### config.mk
export PLATFORM = sky130hd
export DESIGN_NAME = mds_supervisor
export DESIGN_NICKNAME = d
export VERILOG_FILES = /design/src/design/mds_supervisor.v
export VERILOG_INCLUDE_DIRS = /design/src /design/src/design
export SDC_FILE = /design/constraint.sdc
export NUM_CORES = 2
export LEC_CHECK = 0
export ABC_AREA = 1
export ABC_CLOCK_PERIOD_IN_PS = 23500
export BUFFER_PORTS_ARGS = -buffer_cell sky130_fd_sc_hd__buf_2
export CAP_MARGIN = 25
export CORE_UTILIZATION = 40
export DETAILED_ROUTE_END_ITERATION = 10
export PLACE_DENSITY = 0.56
export SLEW_MARGIN = 40
export SYNTH_ARGS = -nofsm -noshare
export SYNTH_HDL_FRONTEND = slang
export SYNTH_SLANG_ARGS = --single-unit
export TNS_END_PERCENT = 10
### constraint.sdc
create_clock -name pclk -period 23.5 [get_ports pclk]
set_input_delay 5.875 -clock pclk [delete_from_list [all_inputs] [get_ports pclk]]
set_output_delay 5.875 -clock pclk [all_outputs]
set_load 0.01 [all_outputs]
### src/design/mds_consts.vh
`ifndef MDS_CONSTS_VH
`define MDS_CONSTS_VH
// ==========================================================
// register byte offsets
`define MDS_REG_CTRL 8'h00
`define MDS_REG_DECEL 8'h04
`define MDS_REG_JERK 8'h08
`define MDS_REG_TOL 8'h0c
`define MDS_REG_SEL_WIN 8'h10
`define MDS_REG_TTIME 8'h14
`define MDS_REG_E_DECEL 8'h18
`define MDS_REG_E_JERK 8'h1c
`define MDS_REG_E_TOL 8'h20
`define MDS_REG_STILL_WIN 8'h24
`define MDS_REG_E_TTIME 8'h28
`define MDS_REG_GUARD_MAX 8'h2c
`define MDS_REG_GUARD_LIM 8'h30
`define MDS_REG_STATUS 8'h34
`define MDS_REG_ERRCODE 8'h38
`define MDS_REG_ENVELOPE 8'h3c
// ==========================================================
// control register fields
`define MDS_CTRL_GO 0
`define MDS_CTRL_HOST 1
`define MDS_CTRL_IMM_NO 2
`define MDS_CTRL_IMM_MM 3
`define MDS_CTRL_FROM_MM 4
`define MDS_CTRL_UPPER 5
`define MDS_CTRL_EQUAL 6
`define MDS_CTRL_ACK 7
`define MDS_CTRL_ACT_DIR 9:8
`define MDS_CTRL_SEL_DIR 11:10
`define MDS_CTRL_MASK 32'h00000f7e
`define MDS_GUARD_ON 31
// ==========================================================
// status register fields
`define MDS_ST_ENV_ERR 0
`define MDS_ST_TIME_ERR 1
`define MDS_ST_EARLY_ERR 2
`define MDS_ST_MAX_ERR 3
`define MDS_ST_LIM_ERR 4
`define MDS_ST_STATE 10:8
`define MDS_ST_ERR_MODE 11
`define MDS_ST_DONE_SEEN 12
// ==========================================================
// error codes reported in the error code register
`define MDS_ERR_TIME_LO 16'h7050
`define MDS_ERR_ENV_LO 16'h7051
`define MDS_ERR_EARLY 16'h7052
`define MDS_ERR_TIME_HI 16'h8350
`define MDS_ERR_ENV_HI 16'h8351
// ==========================================================
// reset values
`define MDS_RST_CTRL 32'h00000000
`define MDS_RST_VEL 16'h0000
`define MDS_RST_TTIME 32'hffffffff
// ==========================================================
// timing
`define MDS_CLK_KHZ 125000
`define MDS_DONE_LOW_MS 10
`define MDS_ENV_TICK_MS 1
`endif

### src/design/mds_supervisor.v
// Function
// [RL1] nonzero jerk: ramp passes a lag filter, time constant decel over jerk
// [RL2] guard threshold below envelope: envelope is the limit, guard flags error
// [RL3] envelope at selected window: actual velocity must stay below window
// [RL4] end early when velocity inside selected window and drive enable gone
// [RL5] end early when envelope reached window and direction monitoring fits
// [RL6] host reports done by raising done signal; device then ends transition
// [RL7] done edge counts only after at least 10 ms low
// [RL8] done edge before target velocity reached: raise F7052 and decelerate
// [RL9] immediate option from normal operation switches straight to motion mode
// [RL10] immediate option within motion mode switches function to function
// [RL11] safety fault: error deceleration, ignore host, brake, then drop enable
// [RL12] error deceleration: two-channel envelope from velocity plus tolerance
// [RL13] envelope left: keep braking, F7051 or F8351 by class and equality
// [RL14] transition time exceeded: keep braking, F7050 or F8350 likewise
// [RL15] error envelope at standstill window: velocity must stay below it
// [RL16] error transition ends once enable gone and velocity below window
// [RL17] immediate switching enabled separately for both change kinds
// [RL18] immediate only with velocity in window and direction monitoring fitting
// [RL19] normal envelope starts at actual velocity plus deceleration tolerance
// [RL20] either channel outside envelope raises the envelope error
//
// The implementer's own choices: the APB slave port and the placing of the registers.
`include "mds_consts.vh"
`default_nettype none
module mds_supervisor #(
	parameter VW = 16,
	parameter DONE_LOW_CYC = `MDS_DONE_LOW_MS * `MDS_CLK_KHZ,
	parameter ENV_TICK_CYC = `MDS_ENV_TICK_MS * `MDS_CLK_KHZ
) (
	input wire pclk, // apb clock
	input wire presetn, // async reset, active low
	input wire psel, // apb select
	input wire penable, // apb access phase
	input wire pwrite, // apb direction
	input wire [7:0] paddr, // apb byte address
	input wire [31:0] pwdata, // apb write data
	output reg [31:0] prdata, // apb read data
	output wire pready, // apb ready
	output wire pslverr, // apb error
	input wire [VW-1:0] vel_a, // actual speed magnitude, channel a
	input wire [VW-1:0] vel_b, // actual speed magnitude, channel b
	input wire drive_enable, // drive enable currently applied
	input wire transition_done, // host done signal
	input wire safety_fault, // safety error or warning level
	output reg cmd_ignore, // drive ignores host command values
	output reg brake_req, // drive brakes by stopping setup
	output reg enable_withdraw, // request to remove drive enable
	output reg switch_pulse, // one cycle: selected function now active
	output reg safe_stop, // safe standstill error state
	output reg [VW-1:0] active_limit // active speed threshold
);
	localparam S_IDLE = 3'd0;
	localparam S_RAMP = 3'd1;
	localparam S_HOLD = 3'd2;
	localparam S_STOP = 3'd3;
	// ==========================================================
	// register file
	reg [31:0] ctrl, ttime, e_ttime, guard_max, guard_lim;
	reg [VW-1:0] decel, jerk, tol, sel_win, e_decel, e_jerk, e_tol, still_win;
	reg [4:0] flags;
	reg [15:0] err_code;
	reg [2:0] state;
	reg err_mode;
	reg done_seen;
	reg [VW-1:0] env, ramp;
	wire setup = psel & ~penable;
	wire wr = psel & penable & pwrite;
	wire mapped = (paddr[1:0] == 2'b00) && (paddr <= `MDS_REG_ENVELOPE);
	assign pready = 1'b1;
	assign pslverr = psel & penable & ~mapped;
	wire go = wr & mapped & (paddr == `MDS_REG_CTRL) & pwdata[`MDS_CTRL_GO];
	wire ack = wr & mapped & (paddr == `MDS_REG_CTRL) & pwdata[`MDS_CTRL_ACK];
	wire st_wr = wr & mapped & (paddr == `MDS_REG_STATUS);
	reg [4:0] set_flags;
	reg [31:0] rd;
	always @*
	begin
		case (paddr)
		`MDS_REG_CTRL: rd = ctrl;
		`MDS_REG_DECEL: rd = {{(32-VW){1'b0}}, decel};
		`MDS_REG_JERK: rd = {{(32-VW){1'b0}}, jerk};
		`MDS_REG_TOL: rd = {{(32-VW){1'b0}}, tol};
		`MDS_REG_SEL_WIN: rd = {{(32-VW){1'b0}}, sel_win};
		`MDS_REG_TTIME: rd = ttime;
		`MDS_REG_E_DECEL: rd = {{(32-VW){1'b0}}, e_decel};
		`MDS_REG_E_JERK: rd = {{(32-VW){1'b0}}, e_jerk};
		`MDS_REG_E_TOL: rd = {{(32-VW){1'b0}}, e_tol};
		`MDS_REG_STILL_WIN: rd = {{(32-VW){1'b0}}, still_win};
		`MDS_REG_E_TTIME: rd = e_ttime;
		`MDS_REG_GUARD_MAX: rd = guard_max;
		`MDS_REG_GUARD_LIM: rd = guard_lim;
		`MDS_REG_STATUS: rd = {19'h00000, done_seen, err_mode, state,
			3'h0, flags};
		`MDS_REG_ERRCODE: rd = {16'h0000, err_code};
		`MDS_REG_ENVELOPE: rd = {{(32-VW){1'b0}}, env};
		default: rd = 32'h00000000;
		endcase
	end
	// read data captured in the setup cycle, so zero-wait access is safe
	always @(posedge pclk or negedge presetn)
	begin
		if (!presetn)
			prdata <= 32'h00000000;
		else if (setup)
			prdata <= rd;
	end
	always @(posedge pclk or negedge presetn)
	begin
		if (!presetn)
		begin
			ctrl <= `MDS_RST_CTRL;
			decel <= `MDS_RST_VEL;
			jerk <= `MDS_RST_VEL;
			tol <= `MDS_RST_VEL;
			sel_win <= `MDS_RST_VEL;
			ttime <= `MDS_RST_TTIME;
			e_decel <= `MDS_RST_VEL;
			e_jerk <= `MDS_RST_VEL;
			e_tol <= `MDS_RST_VEL;
			still_win <= `MDS_RST_VEL;
			e_ttime <= `MDS_RST_TTIME;
			guard_max <= 32'h00000000;
			guard_lim <= 32'h00000000;
		end
		else if (wr & mapped)
		begin
			case (paddr)
			`MDS_REG_CTRL: ctrl <= pwdata & `MDS_CTRL_MASK;
			`MDS_REG_DECEL: decel <= pwdata[VW-1:0];
			`MDS_REG_JERK: jerk <= pwdata[VW-1:0];
			`MDS_REG_TOL: tol <= pwdata[VW-1:0];
			`MDS_REG_SEL_WIN: sel_win <= pwdata[VW-1:0];
			`MDS_REG_TTIME: ttime <= pwdata;
			`MDS_REG_E_DECEL: e_decel <= pwdata[VW-1:0];
			`MDS_REG_E_JERK: e_jerk <= pwdata[VW-1:0];
			`MDS_REG_E_TOL: e_tol <= pwdata[VW-1:0];
			`MDS_REG_STILL_WIN: still_win <= pwdata[VW-1:0];
			`MDS_REG_E_TTIME: e_ttime <= pwdata;
			`MDS_REG_GUARD_MAX: guard_max <= pwdata;
			`MDS_REG_GUARD_LIM: guard_lim <= pwdata;
			default: ;
			endcase
		end
	end
	// ==========================================================
	// two-channel comparisons
	wire [VW-1:0] vmax = (vel_a > vel_b) ? vel_a : vel_b;
	wire [VW-1:0] win = err_mode ? still_win : sel_win;
	wire env_viol = (vel_a > env) | (vel_b > env); // RL20
	wire win_viol = (vel_a >= win) | (vel_b >= win);
	wire in_sel = (vel_a < sel_win) & (vel_b < sel_win);
	wire in_win = ~win_viol;
	wire dir_ok = (ctrl[`MDS_CTRL_SEL_DIR] == 2'b00) |
		(ctrl[`MDS_CTRL_SEL_DIR] == ctrl[`MDS_CTRL_ACT_DIR]);
	wire imm_on = ctrl[`MDS_CTRL_FROM_MM] ? ctrl[`MDS_CTRL_IMM_MM] :
		ctrl[`MDS_CTRL_IMM_NO]; // RL17
	wire imm_ok = imm_on & in_sel & dir_ok; // RL18
	wire hi_code = ctrl[`MDS_CTRL_UPPER] | ctrl[`MDS_CTRL_EQUAL];
	// ==========================================================
	// done-edge qualifier
	reg done_q;
	reg [31:0] low_cnt;
	wire low_ok = (low_cnt >= DONE_LOW_CYC);
	wire done_edge = transition_done & ~done_q & low_ok; // RL7
	always @(posedge pclk or negedge presetn)
	begin
		if (!presetn)
		begin
			done_q <= 1'b1;
			low_cnt <= 32'h00000000;
		end
		else
		begin
			done_q <= transition_done;
			if (transition_done)
				low_cnt <= 32'h00000000;
			else if (!low_ok)
				low_cnt <= low_cnt + 32'h00000001;
		end
	end
	// ==========================================================
	// envelope generator with lag filter on the ramp
	reg [31:0] tick_cnt;
	wire tick = (tick_cnt == ENV_TICK_CYC - 1);
	wire [VW-1:0] cur_decel = err_mode ? e_decel : decel;
	wire [VW-1:0] cur_jerk = err_mode ? e_jerk : jerk;
	wire [VW:0] start_sum = {1'b0, vmax} + {1'b0, err_mode ? e_tol : tol};
	wire [VW-1:0] start_val = start_sum[VW] ? {VW{1'b1}} : start_sum[VW-1:0];
	wire [VW-1:0] ramp_next = (ramp > cur_decel) ? ramp - cur_decel :
		{VW{1'b0}};
	reg div_busy;
	reg [5:0] div_cnt;
	reg [31:0] div_num;
	reg [VW:0] div_rem;
	reg [VW-1:0] div_gap;
	wire [VW:0] rem_sh = {div_rem[VW-1:0], div_num[31]};
	wire rem_ge = (rem_sh >= {1'b0, cur_decel});
	wire [VW:0] rem_new = rem_ge ? rem_sh - {1'b0, cur_decel} : rem_sh;
	wire [VW-1:0] gap_now = env - ramp_next;
	wire [2*VW-1:0] gap_prod = gap_now * cur_jerk;
	wire [VW-1:0] step = (div_num > {{(32-VW){1'b0}}, div_gap}) ? div_gap :
		div_num[VW-1:0];
	reg load_env;
	always @(posedge pclk or negedge presetn)
	begin
		if (!presetn)
		begin
			tick_cnt <= 32'h00000000;
			env <= {VW{1'b1}};
			ramp <= {VW{1'b1}};
			div_busy <= 1'b0;
			div_cnt <= 6'h00;
			div_num <= 32'h00000000;
			div_rem <= {(VW+1){1'b0}};
			div_gap <= {VW{1'b0}};
		end
		else if (load_env)
		begin
			tick_cnt <= 32'h00000000;
			env <= start_val; // RL19 RL12
			ramp <= start_val;
			div_busy <= 1'b0;
		end
		else if (state == S_RAMP || state == S_HOLD)
		begin
			tick_cnt <= tick ? 32'h00000000 : tick_cnt + 32'h00000001;
			if (tick)
			begin
				ramp <= ramp_next;
				if (cur_jerk == {VW{1'b0}} || cur_decel == {VW{1'b0}})
					env <= ramp_next;
				else
				begin
					// step = gap * jerk / decel, i.e. tick / time constant
					div_busy <= 1'b1; // RL1
					div_cnt <= 6'h00;
					div_num <= gap_prod[31:0];
					div_rem <= {(VW+1){1'b0}};
					div_gap <= gap_now;
				end
			end
			else if (div_busy)
			begin
				div_rem <= rem_new;
				div_num <= {div_num[30:0], rem_ge};
				div_cnt <= div_cnt + 6'h01;
				if (div_cnt == 6'd32)
				begin
					div_busy <= 1'b0;
					env <= env - step; // RL1
				end
			end
		end
		else
			tick_cnt <= 32'h00000000;
	end
	// ==========================================================
	// guards and active threshold
	wire max_on = guard_max[`MDS_GUARD_ON];
	wire lim_on = guard_lim[`MDS_GUARD_ON];
	wire trans = (state == S_RAMP) | (state == S_HOLD);
	wire [VW-1:0] max_thr = (trans && guard_max[VW-1:0] < env) ? env :
		guard_max[VW-1:0]; // RL2
	wire [VW-1:0] lim_thr = (trans && guard_lim[VW-1:0] < env) ? env :
		guard_lim[VW-1:0]; // RL2
	wire max_viol = max_on & ((vel_a > max_thr) | (vel_b > max_thr));
	wire lim_viol = lim_on & ((vel_a > lim_thr) | (vel_b > lim_thr));
	// ==========================================================
	// transition sequencer
	reg [31:0] tmr;
	reg tmr_fired;
	reg [2:0] next_state;
	reg next_err_mode;
	reg [15:0] next_code;
	reg end_ok;
	always @*
	begin
		next_state = state;
		next_err_mode = err_mode;
		next_code = err_code;
		set_flags = 5'h00;
		load_env = 1'b0;
		end_ok = 1'b0;
		if (max_viol)
			set_flags[`MDS_ST_MAX_ERR] = 1'b1; // RL2
		if (lim_viol)
			set_flags[`MDS_ST_LIM_ERR] = 1'b1; // RL2
		case (state)
		S_IDLE:
		begin
			if (safety_fault)
			begin
				next_err_mode = 1'b1; // RL11
				load_env = 1'b1;
				next_state = S_RAMP;
			end
			else if (go && imm_ok)
				end_ok = 1'b1; // RL9 RL10
			else if (go)
			begin
				load_env = 1'b1;
				next_state = S_RAMP;
			end
		end
		S_RAMP, S_HOLD:
		begin
			if (state == S_RAMP && env <= win)
				next_state = S_HOLD;
			if ((state == S_RAMP && env_viol) ||
				(state == S_HOLD && win_viol))
			begin
				set_flags[`MDS_ST_ENV_ERR] = 1'b1; // RL3 RL15 RL20
				next_code = hi_code ? `MDS_ERR_ENV_HI :
					`MDS_ERR_ENV_LO; // RL13
			end
			if (tmr_fired)
			begin
				set_flags[`MDS_ST_TIME_ERR] = 1'b1;
				next_code = hi_code ? `MDS_ERR_TIME_HI :
					`MDS_ERR_TIME_LO; // RL14
			end
			if (err_mode)
			begin
				if (!drive_enable && in_win)
					next_state = S_STOP; // RL16
			end
			else if (safety_fault)
			begin
				// fault during a normal transition restarts as error stop
				next_err_mode = 1'b1; // RL11
				load_env = 1'b1;
				next_state = S_RAMP;
			end
			else if (done_edge && ctrl[`MDS_CTRL_HOST] && !in_sel)
			begin
				set_flags[`MDS_ST_EARLY_ERR] = 1'b1;
				next_code = `MDS_ERR_EARLY; // RL8
				next_err_mode = 1'b1;
				load_env = 1'b1;
				next_state = S_RAMP;
			end
			else if ((in_sel && !drive_enable) || // RL4
				(env <= sel_win && dir_ok) || // RL5
				(done_edge && ctrl[`MDS_CTRL_HOST]) || // RL6
				imm_ok) // RL9 RL10
			begin
				end_ok = 1'b1;
				next_state = S_IDLE;
			end
		end
		S_STOP:
		begin
			if (ack && !safety_fault)
			begin
				next_err_mode = 1'b0;
				next_state = S_IDLE;
			end
		end
		default:
			next_state = S_IDLE;
		endcase
	end
	always @(posedge pclk or negedge presetn)
	begin
		if (!presetn)
		begin
			state <= S_IDLE;
			err_mode <= 1'b0;
			err_code <= 16'h0000;
			flags <= 5'h00;
			done_seen <= 1'b0;
			tmr <= 32'h00000000;
			tmr_fired <= 1'b0;
		end
		else
		begin
			state <= next_state;
			err_mode <= next_err_mode;
			err_code <= next_code;
			// a new error in the clearing cycle survives the clear
			flags <= (flags & ~(st_wr ? pwdata[4:0] : 5'h00)) | set_flags;
			if (done_edge)
				done_seen <= 1'b1;
			else if (st_wr && pwdata[`MDS_ST_DONE_SEEN])
				done_seen <= 1'b0;
			if (load_env)
			begin
				tmr <= next_err_mode ? e_ttime : ttime; // RL14
				tmr_fired <= 1'b0;
			end
			else if (trans)
			begin
				if (tmr != 32'h00000000)
					tmr <= tmr - 32'h00000001;
				tmr_fired <= (tmr == 32'h00000001);
			end
			else
				tmr_fired <= 1'b0;
		end
	end
	// ==========================================================
	// drive-side outputs
	always @(posedge pclk or negedge presetn)
	begin
		if (!presetn)
		begin
			cmd_ignore <= 1'b0;
			brake_req <= 1'b0;
			enable_withdraw <= 1'b0;
			switch_pulse <= 1'b0;
			safe_stop <= 1'b0;
			active_limit <= {VW{1'b0}};
		end
		else
		begin
			cmd_ignore <= next_err_mode; // RL11
			brake_req <= next_err_mode | ((next_state == S_RAMP ||
				next_state == S_HOLD) && !ctrl[`MDS_CTRL_HOST]);
			// enable dropped once the braked axis is below standstill
			enable_withdraw <= next_err_mode &
				(vel_a < still_win) & (vel_b < still_win); // RL11
			switch_pulse <= end_ok; // RL6
			safe_stop <= (next_state == S_STOP);
			active_limit <= (max_on && (!lim_on || max_thr < lim_thr)) ?
				max_thr : (lim_on ? lim_thr : (trans ? env : {VW{1'b1}}));
		end
	end
endmodule // mds_supervisor
`default_nettype wire

Word level (Yosys, flattened, before mapping). Cells that the tools add are included.

$add $sub $neg: 9. Muxes and demuxes: 97. Bitwise gates (word level): 35. Order comparisons: 23. Reductions and logical operators: 64. Multiply operators: 1. Equal/unequal tests: 29.

Operators by type and width (number): $mux 16 (33); $pmux 32 s16 (1); $mux 32 (12); $gt 16x16->1 (8); $lt 16x16->1 (7); $add 32x1->32 const B (2); $eq 8x6->1 const B (8); $sub 16x16->16 (4); $mux 3 (11); $eq 32x1->1 const B (1); $eq 32x17->1 const B (1); $eq 8x5->1 const B (4); $ge 16x16->1 (2); $ge 32x21->1 const B (1); $gt 32x16->1 (1); $le 16x16->1 (2); $logic_not 16->1 (2); $mul 16x16->32 (1); $mux 1 (32); $reduce_and 2->1 (16); $reduce_bool 32->1 (1); $sub 32x1->32 const B (1); $and 1x1->1 (18); $mux 6 (3); 32 further kinds (86).

Output and inout port bits: 55. Word-level logic and storage cells: 294. Bits in registers: 545.

Longest topological paths before layout.
Word-level depth: 15. Depth in mapped cells: 56. Mapped depth without buffers: 54.

Worst setup path after synthesis. Ideal clock, no wire load.

Path type: input-to-output. Start: input port paddr[6]. End: output port pslverr. Arrival time: 6412 ps. Stages: 4. Slack: 11213 ps. Buffers on the path: 1. Path through: or2_1 -> buf_2 -> nor2_1 -> nor2_1.

Longest elaborated chain between the ends: 4.

Ends and longest elaborated chain: start: declaration (RTL line mds_supervisor.v:36) `input wire [7:0] paddr,`; $le 8x6->1 (no line); $logic_and 1x1->1 (RTL line mds_supervisor.v:69) `` wire mapped = (paddr[1:0] == 2'b00) && (paddr <= `MDS_REG_ENVELOPE); ``; $not 1->1 (RTL line mds_supervisor.v:71) `assign pslverr = psel & penable & ~mapped;`; $and 1x1->1 (RTL line mds_supervisor.v:71); end: declaration (RTL line mds_supervisor.v:40) `output wire pslverr,`.

No other way between the ends.

Worst setup path after layout. Ends and elaborated chain as after synthesis.

==> flow_summary.ini <==
[die]
io_pins = 135
design.core.area_um2 = 115000
dieArea_um2 = 117000
initial_core_util = 0.404
dieWidth_um = 342
rows = 124
die_y_um = 342

[sta]
worstMarginPinSlew_ns = 0.959
setup-violations-final = 0
relSlewSlack = 0.354
rsz0062_at_grt = false
max_freq_ghz = 0.0801
period_minus_slack_ns = 12.49
drv_slew = 0
tns_ns = 0
hold_viol_final = 0
period_share = 0.531
finalClockSkew_ns = 0.0454

[run]
cap_violations = 0

[cts]
cts_resized = 0
cts.htree.levels = 3
numCtsBuffers = 67
clkSinkCount = 545
clk-insertion-delay-late_ns = 0.65
holdBufCountCts = 0
cts-root-buf = clkbuf_16
cts_max_path_buffers = 3
cts_setup_buffers = 0
clk_pin_slew_ns = 0.06
cts_tree = done

[detailed_routing]
drc = 4
via_count = 43300
drt-initial-drc-count = 4534
wire_per_inst_um = 22.6
first_pass_iters = 9
drt-total-wl_mm = 176
via_per_inst = 5.57
antenna_left = 0

[grt]
grt_pass1_vias = 41200
gr-usage-met3 = 0.0626
use_met2 = 0.462
gr-usage-met1 = 0.405
grt_util_all_layers = 0.298
busiest_layer = met2
grt_first_pass_wirelength_mm = 262
antenna_found_initial = 18
grt_overflow = 0
grt_max_degree = 99

[critical_path]
startpoint = paddr[6]
cp.required_ns = 17.62
worstSetupPathType = input pin to output pin
r2r-start = cmd_ignore$_DFF_PN0_
arrival_ns = 6.61
cp-end-kind = output pin
crit_path_max_fanout = 6
start_kind = input pin

[cells_and_area]
drive_gt1_frac = 0.0880
fillerInstances = 11800
layout.nets = 6958
seqCellArea_um2 = 13800
final_core_util = 0.444
area_growth_pct = 9.95
multi_input_area_um2 = 28500

[logic_synthesis]
synth-edff-count = 0
synthArstFlopShare = 1.00
synthesis.nets = 6903
ys_warn_count = 0
synth_cell_types = 76
synthFlopType = dfrtp_1
ys_ff_latch = 545
syn_avg_cell_area_um2 = 7.54
syn_area_um2 = 46300
synth_cells = 6138
ys_seq_area_frac = 0.297

[power_and_ir_drop]
cellLeakagePower_nw = 24.4
ir_drop_mv = 0.121
power_density_nw_per_um2 = 97.3

[placement]
post-dp-hpwl_mm = 134
portBuffers = 133
routabilityCongestion = 0.954

[worst_hold_path]
hp-class = flip-flop to flip-flop
hp-start = err_code[6]$_DFFE_PN0N_

[run_status]
status = finished with violations
failed_checks = DRC
Yosys cell counts (26+ instances only):
master    count  area (um^2)
nand3_1     202         1010
a221oi_1     42          368
o21ai_1      96          480
a31oi_1      32          200
ha_1        486         6080
dfstp_2      97         2550
dfrtp_1     448        11200
nand4_1      71          444
nor2_1      473         1780
a21oi_1     312         1560
nor3_1       81          405
nand2_1    1549         5810
xnor2_1      26          228
nor4_1       37          231
fa_1        199         3980
clkbuf_1    144          541
or2_2        31          194
inv_1       807         3030
buf_2        34          170
xor2_1       49          429
o21ai_0     597         2990
o22ai_1      47          294
critical path, cell delays in order:
cell and delay (ns):
buf_2 0.09, or2_1 0.30, nor2_1 0.16, nor2_1 0.05, buf_2 0.13
through the flow:
stage	worst slack, ns	cells	hold WS, ns	power [W]	cell area (um^2)
2_1_floorplan	11.21	6138	0.422	0.00267	46300
3_3_place_gp	10.99	7633	0.435	0.00377	48400
3_5_place_dp	11.01	7634	0.440	0.00380	48500
4_1_cts	11.01	7757	0.454	0.00491	50800
5_1_grt	10.58	7760	0.465	0.00523	50900
6_report	11.01	7763	0.456	0.00495	50900
layer usage:
metal	vias up	routed length, um
met5	-	162
met4	26	7680
met3	395	14400
met2	1687	77300
met1	20900	76000
li1	20300	-
final timing paths:
path	cells past startpoint	endpoint	slack [ns]
min in group asynchronous	1	div_gap[3]$_DFFE_PN0P_	5.11
worst max register to register	51	div_num[23]$_DFFE_PN0P_	11.32
worst max-delay path	5	pslverr	11.01
worst min-delay path	2	err_code[6]$_DFFE_PN0N_	0.46
worst min register to register	2	err_code[6]$_DFFE_PN0N_	0.46
max in group asynchronous	6	cmd_ignore$_DFF_PN0_	15.50
sequential cells by signal, summed over array words and instances (netlist names), 32 cells and up:
name,count
low_cnt,32
guard_max,32
prdata,32
div_num,32
guard_lim,32
tmr,32
e_ttime,32
ttime,32
tick_cnt,32
layout by cell type (no fill, tap or decap), types with 9 or more instances in the layout:
master and n:
a221oi_1 42, buf_4 58, nand2_2 23, nor3_2 10
a31oi_1 32, fa_1 199, o21a_1 9, o211ai_2 11
nand3b_1 15, o22ai_1 47, a21o_1 13, nand3_1 202
ha_1 486, buf_2 132, clkbuf_1 12, nand4_1 71
o21ai_1 106, clkbuf_8 9, dfrtp_1 446, a211oi_1 15
o211ai_1 12, inv_1 806, nor4_1 33, xor2_1 49
inv_2 10, clkbuf_16 68, xnor2_1 26, dfstp_2 97
nand2_1 1536, o21ai_0 585, o21bai_1 15, clkinv_2 16
a21oi_1 312, nor2_1 468, clkinv_1 9, or2_2 31
nor3_1 80, o21ai_2 20, o2111ai_1 17
logic make-up (layout without fill, tap and decap cells):
family / after synthesis / after routing / synth area share
xor+xnor: 75 / 75 / 0.0142
mux: 1 / 1 / 0.000216
simple gates: 2509 / 2509 / 0.226
flops: 545 / 545 / 0.297
other cells: 2 / 6 / 0.000162
compound gates: 1282 / 1282 / 0.156
buf+inv: 1039 / 1148 / 0.0884
fa+ha+maj: 685 / 685 / 0.218
where the power goes:
part	total, W	internal [W]	leakage [nW]	switching (W)
sequential	0.00121	0.00105	6.93	0.000162
combinational	0.00264	0.000691	16.3	0.00195
clock	0.00110	0.000645	1.14	0.000457
cell type report:
cell class                 instances  area share
multi-input combinational       4554       0.561
inverter                         827      0.0612
timing repair buffer             198      0.0245
clock inverter                    34     0.00868
sequential                       545       0.271
antenna                            4    0.000197
tap                             1512      0.0372
clock buffer                      89      0.0368
Power figures use the tool's default switching activity.
